--- src/core/bms_params.svh ---
`ifndef BMS_PARAMS_SVH
`define BMS_PARAMS_SVH

// Clock period of ref_clk_in, in picoseconds
`define BMS_CLK_PERIOD_PS 5000
// Least settle time of the strap pins after reset release
`define BMS_SETTLE_TIME_NS 100
`define BMS_SETTLE_CYCLES \
  ((`BMS_SETTLE_TIME_NS * 1000 + `BMS_CLK_PERIOD_PS - 1) / `BMS_CLK_PERIOD_PS)
// Longest wait for the flash image check
`define BMS_FLASH_WAIT_US 10
`define BMS_FLASH_WAIT_CYCLES ((`BMS_FLASH_WAIT_US * 1000000) / `BMS_CLK_PERIOD_PS)
// Pins set aside for entry into programming mode
`define BMS_MAX_ISP_PINS 4
`define BMS_STRAP_PINS 2

`endif

--- src/core/bms_pkg.sv ---
package bms_pkg;

  // Selected boot mode, one-hot; zero means not yet decided
  typedef enum logic [3:0] {
    BMS_MODE_NONE  = 4'h0,
    BMS_MODE_FLASH = 4'h1,
    BMS_MODE_UART  = 4'h2,
    BMS_MODE_CAN   = 4'h4,
    BMS_MODE_USB   = 4'h8
  } bms_mode_t;

  // Boot sequencer states
  typedef enum logic [2:0] {
    BMS_ST_WAIT  = 3'h1,
    BMS_ST_CHECK = 3'h2,
    BMS_ST_DONE  = 3'h4
  } bms_state_t;

endpackage

--- src/core/bms_strap_if.sv ---
`timescale 1ns/1ps
`default_nettype none

interface bms_strap_if;
  logic strap_a;
  logic strap_b;
  logic valid;
  modport src (output strap_a, output strap_b, output valid);
  modport dst (input strap_a, input strap_b, input valid);
endinterface

`default_nettype wire

--- src/core/bms_strap_latch.sv ---
`timescale 1ns/1ps
`default_nettype none
`include "bms_params.svh"

module bms_strap_latch
  import bms_pkg::*;
#(
  parameter int SETTLE_CYCLES = `BMS_SETTLE_CYCLES
)(
  input wire logic ref_clk_in,
  input wire logic reset_in,
  input wire logic boot_strap_a_in,
  input wire logic boot_strap_b_in,
  bms_strap_if.src straps
);

  logic [15:0] cnt_q, cnt_d;
  logic valid_q, valid_d;
  logic a_q, a_d;
  logic b_q, b_d;

  // Wait out the settle time, then capture once; later strap moves are ignored
  always_comb
  begin
    cnt_d = cnt_q;
    valid_d = valid_q;
    a_d = a_q;
    b_d = b_q;
    if (!valid_q)
    begin
      if (cnt_q == 16'(SETTLE_CYCLES - 1))
      begin
        valid_d = 1'b1;
        a_d = boot_strap_a_in;
        b_d = boot_strap_b_in;
      end
      else
      begin
        cnt_d = cnt_q + 16'h1;
      end
    end
  end

  // Registers; reset loads constants only, straps are caught after release
  always_ff @(posedge ref_clk_in)
  begin
    if (reset_in)
    begin
      cnt_q <= 16'h0;
      valid_q <= 1'b0;
      a_q <= 1'b0;
      b_q <= 1'b0;
    end
    else
    begin
      cnt_q <= cnt_d;
      valid_q <= valid_d;
      a_q <= a_d;
      b_q <= b_d;
    end
  end

  assign straps.strap_a = a_q;
  assign straps.strap_b = b_q;
  assign straps.valid = valid_q;
endmodule

`default_nettype wire

--- src/core/boot_mode_strap_selector.sv ---
`timescale 1ns/1ps
`default_nettype none
`include "bms_params.svh"

module boot_mode_strap_selector
  import bms_pkg::*;
#(
  parameter int SETTLE_CYCLES = `BMS_SETTLE_CYCLES,
  parameter int FLASH_WAIT_CYCLES = `BMS_FLASH_WAIT_CYCLES
)(
  input wire logic ref_clk_in,
  input wire logic reset_in,
  input wire logic boot_strap_a_in,
  input wire logic boot_strap_b_in,
  input wire logic flash_check_done_in,
  input wire logic flash_valid_in,
  input wire logic serial_tx_data_in,
  input wire logic serial_rx_line_in,
  input wire logic can_tx_data_in,
  input wire logic can_rx_line_in,
  output logic [3:0] boot_mode_out,
  output logic boot_done_out,
  output logic flash_check_req_out,
  output logic flash_run_out,
  output logic serial_tx_line_out,
  output logic serial_tx_line_oe_out,
  output logic serial_rx_data_out,
  output logic can_tx_line_out,
  output logic can_tx_line_oe_out,
  output logic can_rx_data_out,
  output logic bus_power_sense_out,
  output logic [2:0] pins_reserved_out
);

  bms_strap_if straps ();

  // Strap capture after reset release
  bms_strap_latch #(
    .SETTLE_CYCLES(SETTLE_CYCLES)
  ) u_latch (
    .ref_clk_in(ref_clk_in),
    .reset_in(reset_in),
    .boot_strap_a_in(boot_strap_a_in),
    .boot_strap_b_in(boot_strap_b_in),
    .straps(straps)
  );

  // Strap decode; a=1,b=1 is taken as flash boot so that a=1,b=0 can select CAN
  function automatic bms_mode_t strap_mode(input logic a, input logic b);
    bms_mode_t m;
    m = BMS_MODE_UART;
    if (a && b)
      m = BMS_MODE_FLASH;
    else if (a && !b)
      m = BMS_MODE_CAN;
    else if (!a && b)
      m = BMS_MODE_USB;
    else
      m = BMS_MODE_UART;
    return m;
  endfunction

  // Pins that a mode holds, the two straps included; the USB sense pin is strap b
  function automatic logic [2:0] mode_pins(input bms_mode_t m);
    logic [2:0] n;
    n = 3'h0;
    if (m == BMS_MODE_UART || m == BMS_MODE_CAN)
      n = 3'h2;
    return 3'(`BMS_STRAP_PINS) + n;
  endfunction

  bms_state_t state_q, state_d;
  bms_mode_t mode_q, mode_d;
  logic [15:0] wait_q, wait_d;

  // Boot sequencer: decide once, check flash if asked, then hold
  always_comb
  begin
    state_d = state_q;
    mode_d = mode_q;
    wait_d = wait_q;
    case (state_q)
      BMS_ST_WAIT:
      begin
        if (straps.valid)
        begin
          mode_d = strap_mode(straps.strap_a, straps.strap_b);
          wait_d = 16'h0;
          if (straps.strap_a && straps.strap_b)
            state_d = BMS_ST_CHECK;
          else
            state_d = BMS_ST_DONE;
        end
      end
      BMS_ST_CHECK:
      begin
        wait_d = wait_q + 16'h1;
        // A check that never answers is treated as an invalid image
        if (flash_check_done_in && flash_valid_in)
          state_d = BMS_ST_DONE;
        else if (flash_check_done_in || wait_q == 16'(FLASH_WAIT_CYCLES - 1))
        begin
          mode_d = BMS_MODE_USB;
          state_d = BMS_ST_DONE;
        end
      end
      BMS_ST_DONE:
      begin
        state_d = BMS_ST_DONE;
      end
      default:
      begin
        state_d = BMS_ST_WAIT;
        mode_d = BMS_MODE_NONE;
      end
    endcase
  end

  always_ff @(posedge ref_clk_in)
  begin
    if (reset_in)
    begin
      state_q <= BMS_ST_WAIT;
      mode_q <= BMS_MODE_NONE;
      wait_q <= 16'h0;
    end
    else
    begin
      state_q <= state_d;
      mode_q <= mode_d;
      wait_q <= wait_d;
    end
  end

  // Registered pin outputs; an unclaimed line is not driven and its input ignored
  logic [3:0] mode_out_d;
  logic done_d, chk_req_d, run_d;
  logic stx_d, stx_oe_d, srx_d, ctx_d, ctx_oe_d, crx_d, vbus_d;
  logic [2:0] pins_d;
  logic is_done;

  always_comb
  begin
    is_done = (state_q == BMS_ST_DONE);
    mode_out_d = is_done ? mode_q : BMS_MODE_NONE;
    done_d = is_done;
    chk_req_d = (state_q == BMS_ST_CHECK);
    run_d = is_done && (mode_q == BMS_MODE_FLASH);
    stx_oe_d = is_done && (mode_q == BMS_MODE_UART);
    stx_d = stx_oe_d ? serial_tx_data_in : 1'b0;
    srx_d = (is_done && mode_q == BMS_MODE_UART) ? serial_rx_line_in : 1'b1;
    ctx_oe_d = is_done && (mode_q == BMS_MODE_CAN);
    ctx_d = ctx_oe_d ? can_tx_data_in : 1'b0;
    crx_d = (is_done && mode_q == BMS_MODE_CAN) ? can_rx_line_in : 1'b1;
    // Sense read live from the strap b pin, which doubles as bus power
    vbus_d = is_done && (mode_q == BMS_MODE_USB) && boot_strap_b_in;
    pins_d = (is_done && mode_q != BMS_MODE_FLASH) ? mode_pins(mode_q) : 3'h0;
  end

  always_ff @(posedge ref_clk_in)
  begin
    if (reset_in)
    begin
      boot_mode_out <= BMS_MODE_NONE;
      boot_done_out <= 1'b0;
      flash_check_req_out <= 1'b0;
      flash_run_out <= 1'b0;
      serial_tx_line_out <= 1'b0;
      serial_tx_line_oe_out <= 1'b0;
      serial_rx_data_out <= 1'b1;
      can_tx_line_out <= 1'b0;
      can_tx_line_oe_out <= 1'b0;
      can_rx_data_out <= 1'b1;
      bus_power_sense_out <= 1'b0;
      pins_reserved_out <= 3'h0;
    end
    else
    begin
      boot_mode_out <= mode_out_d;
      boot_done_out <= done_d;
      flash_check_req_out <= chk_req_d;
      flash_run_out <= run_d;
      serial_tx_line_out <= stx_d;
      serial_tx_line_oe_out <= stx_oe_d;
      serial_rx_data_out <= srx_d;
      can_tx_line_out <= ctx_d;
      can_tx_line_oe_out <= ctx_oe_d;
      can_rx_data_out <= crx_d;
      bus_power_sense_out <= vbus_d;
      pins_reserved_out <= pins_d;
    end
  end
endmodule

`default_nettype wire

--- config.mk ---
export PLATFORM = sky130hd
export DESIGN_NAME = boot_mode_strap_selector
export DESIGN_NICKNAME = d
export VERILOG_FILES = /design/src/core/bms_pkg.sv /design/src/core/bms_strap_if.sv /design/src/core/bms_strap_latch.sv /design/src/core/boot_mode_strap_selector.sv
export VERILOG_INCLUDE_DIRS = /design/src /design/src/core
export SDC_FILE = /design/constraint.sdc
export NUM_CORES = 1
export LEC_CHECK = 0
export BUFFER_PORTS_ARGS = -buffer_cell sky130_fd_sc_hd__buf_2
export CAP_MARGIN = 5
export CORE_MARGIN = 3
export CORE_UTILIZATION = 48
export CTS_BUF_LIST = sky130_fd_sc_hd__clkbuf_8 sky130_fd_sc_hd__clkbuf_16
export DETAILED_ROUTE_END_ITERATION = 10
export PLACE_DENSITY_LB_ADDON = 0.2
export SLEW_MARGIN = 5
export SYNTH_ARGS = -nofsm -noshare
export SYNTH_HDL_FRONTEND = slang
export SYNTH_SLANG_ARGS = --single-unit
export TNS_END_PERCENT = 5
--- constraint.sdc ---
create_clock -name ref_clk_in -period 2.1 [get_ports ref_clk_in]
set_input_delay 0.21 -clock ref_clk_in [delete_from_list [all_inputs] [get_ports ref_clk_in]]
set_output_delay 0.21 -clock ref_clk_in [all_outputs]
set_load 0.02 [all_outputs]
==> results.json <==
{
  "critPathKind": "reg2reg",
  "cp-start-kind": "flop",
  "critPathArrivalTime_ns": 2.37,
  "dieArea_sq_um": 6450,
  "slew-limit-headroom_pct": 63.4,
  "cts_made_buffers": 9,
  "route.antenna.remaining_nets": 0,
  "syn_area_sq_um": 2650,
  "place_ws_ns": -0.0371,
  "ys_ff_latch": 58,
  "die_w_um": 80.3,
  "combPwrFrac_pct": 5.9,
  "fin_cells": 420,
  "worstSkewPairLatency_ns": 0.34,
  "power.switching_mw": 0.589,
  "dr_total_vias": 2319,
  "hold_buffers": 0,
  "startpoint": "wait_q[4]$_SDFFE_PP0P_",
  "fin_skew_ns": 0.00874,
  "endpoint_kind": "flop",
  "hp-start": "can_rx_line_in",
  "setup_viol": 1,
  "violations": "setup timing",
  "start_util_pct": 50.6,
  "syn_inst": 305,
  "p_sw_share_pct": 22.8,
  "status": "finished with violations",
  "wl_per_cell_um": 13.1,
  "dr.first_iter.drc_count": 82,
  "peakVddDrop_mv": 0.512,
  "final_util_pct": 61.4,
  "worstPathMaxFanout": 3,
  "place_inst": 404,
  "layout-drive-gt1-share_pct": 24.0,
  "antenna_found_initial": 0,
  "nets": 357,
  "hold_violations": 0,
  "yosysMostFrequentCell": "dfxtp_1",
  "cts_setup_buffers": 0,
  "timing.final.crit_share_pct": 102,
  "cts_tree": "yes",
  "power_leakage_nw": 1.20,
  "holdWs_ns": 0.0598,
  "place_congestion": 0.776,
  "core-area_sq_um": 5240,
  "finalCriticalPeriod_ns": 2.14,
  "rsz0062_at_grt": "yes",
  "yosys_warnings": 0,
  "p_int_mw": 1.99,
  "fmax_ghz": 0.467,
  "synth.top_cells.by_area": "dfxtp_1, a21oi_1, nor2_1, nand3_1, mux2_2",
  "die_h_um": 80.3,
  "maxCapViolCount": 0,
  "synthFlopType": "dfxtp_1",
  "synth_top_area_cell": "dfxtp_1",
  "pwr-share-seq_pct": 44.2,
  "r2r-start": "wait_q[4]$_SDFFE_PP0P_",
  "route.detailed.drc": 0,
  "grt.overflow.total": 0,
  "root_buffer": "clkbuf_8",
  "setup_ws_ns": -0.0434,
  "fillers": 454,
  "drt_pass1_iterations": 4,
  "portBuffers": 25,
  "synth_cell_types": 52,
  "syn_to_final_growth_pct": 21.3,
  "grt_pass1_wl_um": 9250,
  "clockBufferDepth": 2,
  "synth_commonest_cells": "dfxtp_1, nor2_1, a21oi_1, nand3_1, nand2_1",
  "htree_levels": 3,
  "finalMaxSlewViolations": 0,
  "rows": 26,
  "pin_count": 27,
  "syn_area_per_cell_sq_um": 8.69,
  "grtUsageTotal_pct": 18.5,
  "synth_top_area_share_pct": 43.8,
  "dp_hpwl_um": 3680,
  "clkSinkCount": 58,
  "ys_seq_area_share_pct": 43.8,
  "powerDensity_nw_per_um2": 803,
  "antennaDiodeCount": 0,
  "routed_via_density": 5.52,
  "synth_edf_count": 0,
  "clkPwrFrac_pct": 49.8,
  "grt_pass1_vias": 2070,
  "worstPathRequired_ns": 2.32,
  "drt_wl_total_um": 5490,
  "clk_pin_slew_ns": 0.07,
  "grt_max_degree": 56,
  "synth_fp_nets": 317,
  "tns_ns": -0.0434,
  "min_path_type": "in2reg",
  "async_reset_ff_share_pct": 0,
  "worst_pin_slew_ns": 0.550
}
==> repair_timing <==
item                                    CTS  global route
pin swaps                                 3             1
cloned                                    0             0
endpoints found under the hold margin     0             0
gates resized for setup                   3             2
endpoints found under the setup margin    3             5
==> worst max-delay path, stage by stage (launching register included) <==
cell,delay (ns)
dfxtp_1,0.31
or4b_4,0.53
or4_4,0.55
a211o_4,0.35
mux2_4,0.29
==> per-layer routing <==
layer  global-route usage, %  wire length (um)  up-vias
met3                    4.37               265       15
met4                    10.3               143        0
li1                        -                 -     1196
met5                       0                 0        -
met2                    27.5              2340       55
met1                    24.4              2740     1053
==> path summary, 6_finish.rpt <==
kind | end | slack (ns) | depth (start not counted)
worst min register to register | wait_q[0]$_SDFFE_PP0P_ | 0.51 | 1
worst max register to register | mode_q[0]$_SDFFE_PP0P_ | -0.04 | 4
worst max-delay path | mode_q[0]$_SDFFE_PP0P_ | -0.04 | 4
worst min-delay path | can_rx_data_out$_SDFF_PP1_ | 0.06 | 2
==> cells in the final DEF, fill, tap and decap left out, types with 7 or more instances in the layout <==
| cell | count |
|---|---|
| nor2_1 | 30 |
| nand2b_1 | 7 |
| and2_1 | 7 |
| nor4_1 | 9 |
| o21ai_0 | 13 |
| a21oi_1 | 23 |
| buf_4 | 20 |
| nand3_1 | 20 |
| or4_1 | 7 |
| nor2b_1 | 9 |
| dfxtp_1 | 55 |
| mux2_2 | 8 |
| buf_2 | 25 |
| nand2_1 | 15 |
| clkbuf_8 | 9 |
==> sequential cells by signal, summed over array words and instances, names as in the netlist, 2 cells and up <==
signal and cells:
pins_reserved_out 2, u_latch.cnt_q 16, mode_q 4, wait_q 16, boot_mode_out 4, state_q 3
==> through the flow <==
step	area (sq um)	total power, mW
2_1_floorplan	2660	1.28
3_3_place_gp	2960	1.32
3_5_place_dp	2960	1.32
4_1_cts	3210	2.60
5_1_grt	3220	2.66
6_report	3220	2.58
==> power by group through the flow <==
stage                     clock (mW)  combinational [mW]  sequential (mW)
final                           1.29               0.154             1.14
after global routing            1.35               0.171             1.15
after CTS                       1.31               0.155             1.14
after detailed placement           0               0.154             1.17
after global placement             0               0.150             1.17
after floorplan                    0               0.119             1.16
==> area by class of cell <==
| cell class | count | area (sq um) | area share (%) |
|---|---|---|---|
| Inverter | 5 | 18.8 | 0.584 |
| Clock buffer | 9 | 124 | 3.85 |
| Tap cell | 70 | 87.6 | 2.72 |
| Multi-Input combinational cell | 226 | 1420 | 44.2 |
| Timing Repair Buffer | 45 | 275 | 8.56 |
| Sequential cell | 58 | 1160 | 36.2 |
| Clock inverter | 7 | 125 | 3.89 |
==> cells by family (layout without fill, tap and decap cells) <==
kind of cell | Yosys count | after routing | share of synthesized area, %
multiplexers | 12 | 12 | 5.10
flip-flops | 58 | 58 | 43.8
AO/OA/AOI/OAI | 59 | 59 | 13.7
adder cells (fa/ha/maj) | 2 | 2 | 0.944
other | 1 | 1 | 0.142
XOR/XNOR | 4 | 4 | 1.32
buffers and inverters | 21 | 66 | 3.21
AND/OR/NAND/NOR | 148 | 148 | 31.8
Note: power is estimated with default switching activity, not from simulation.
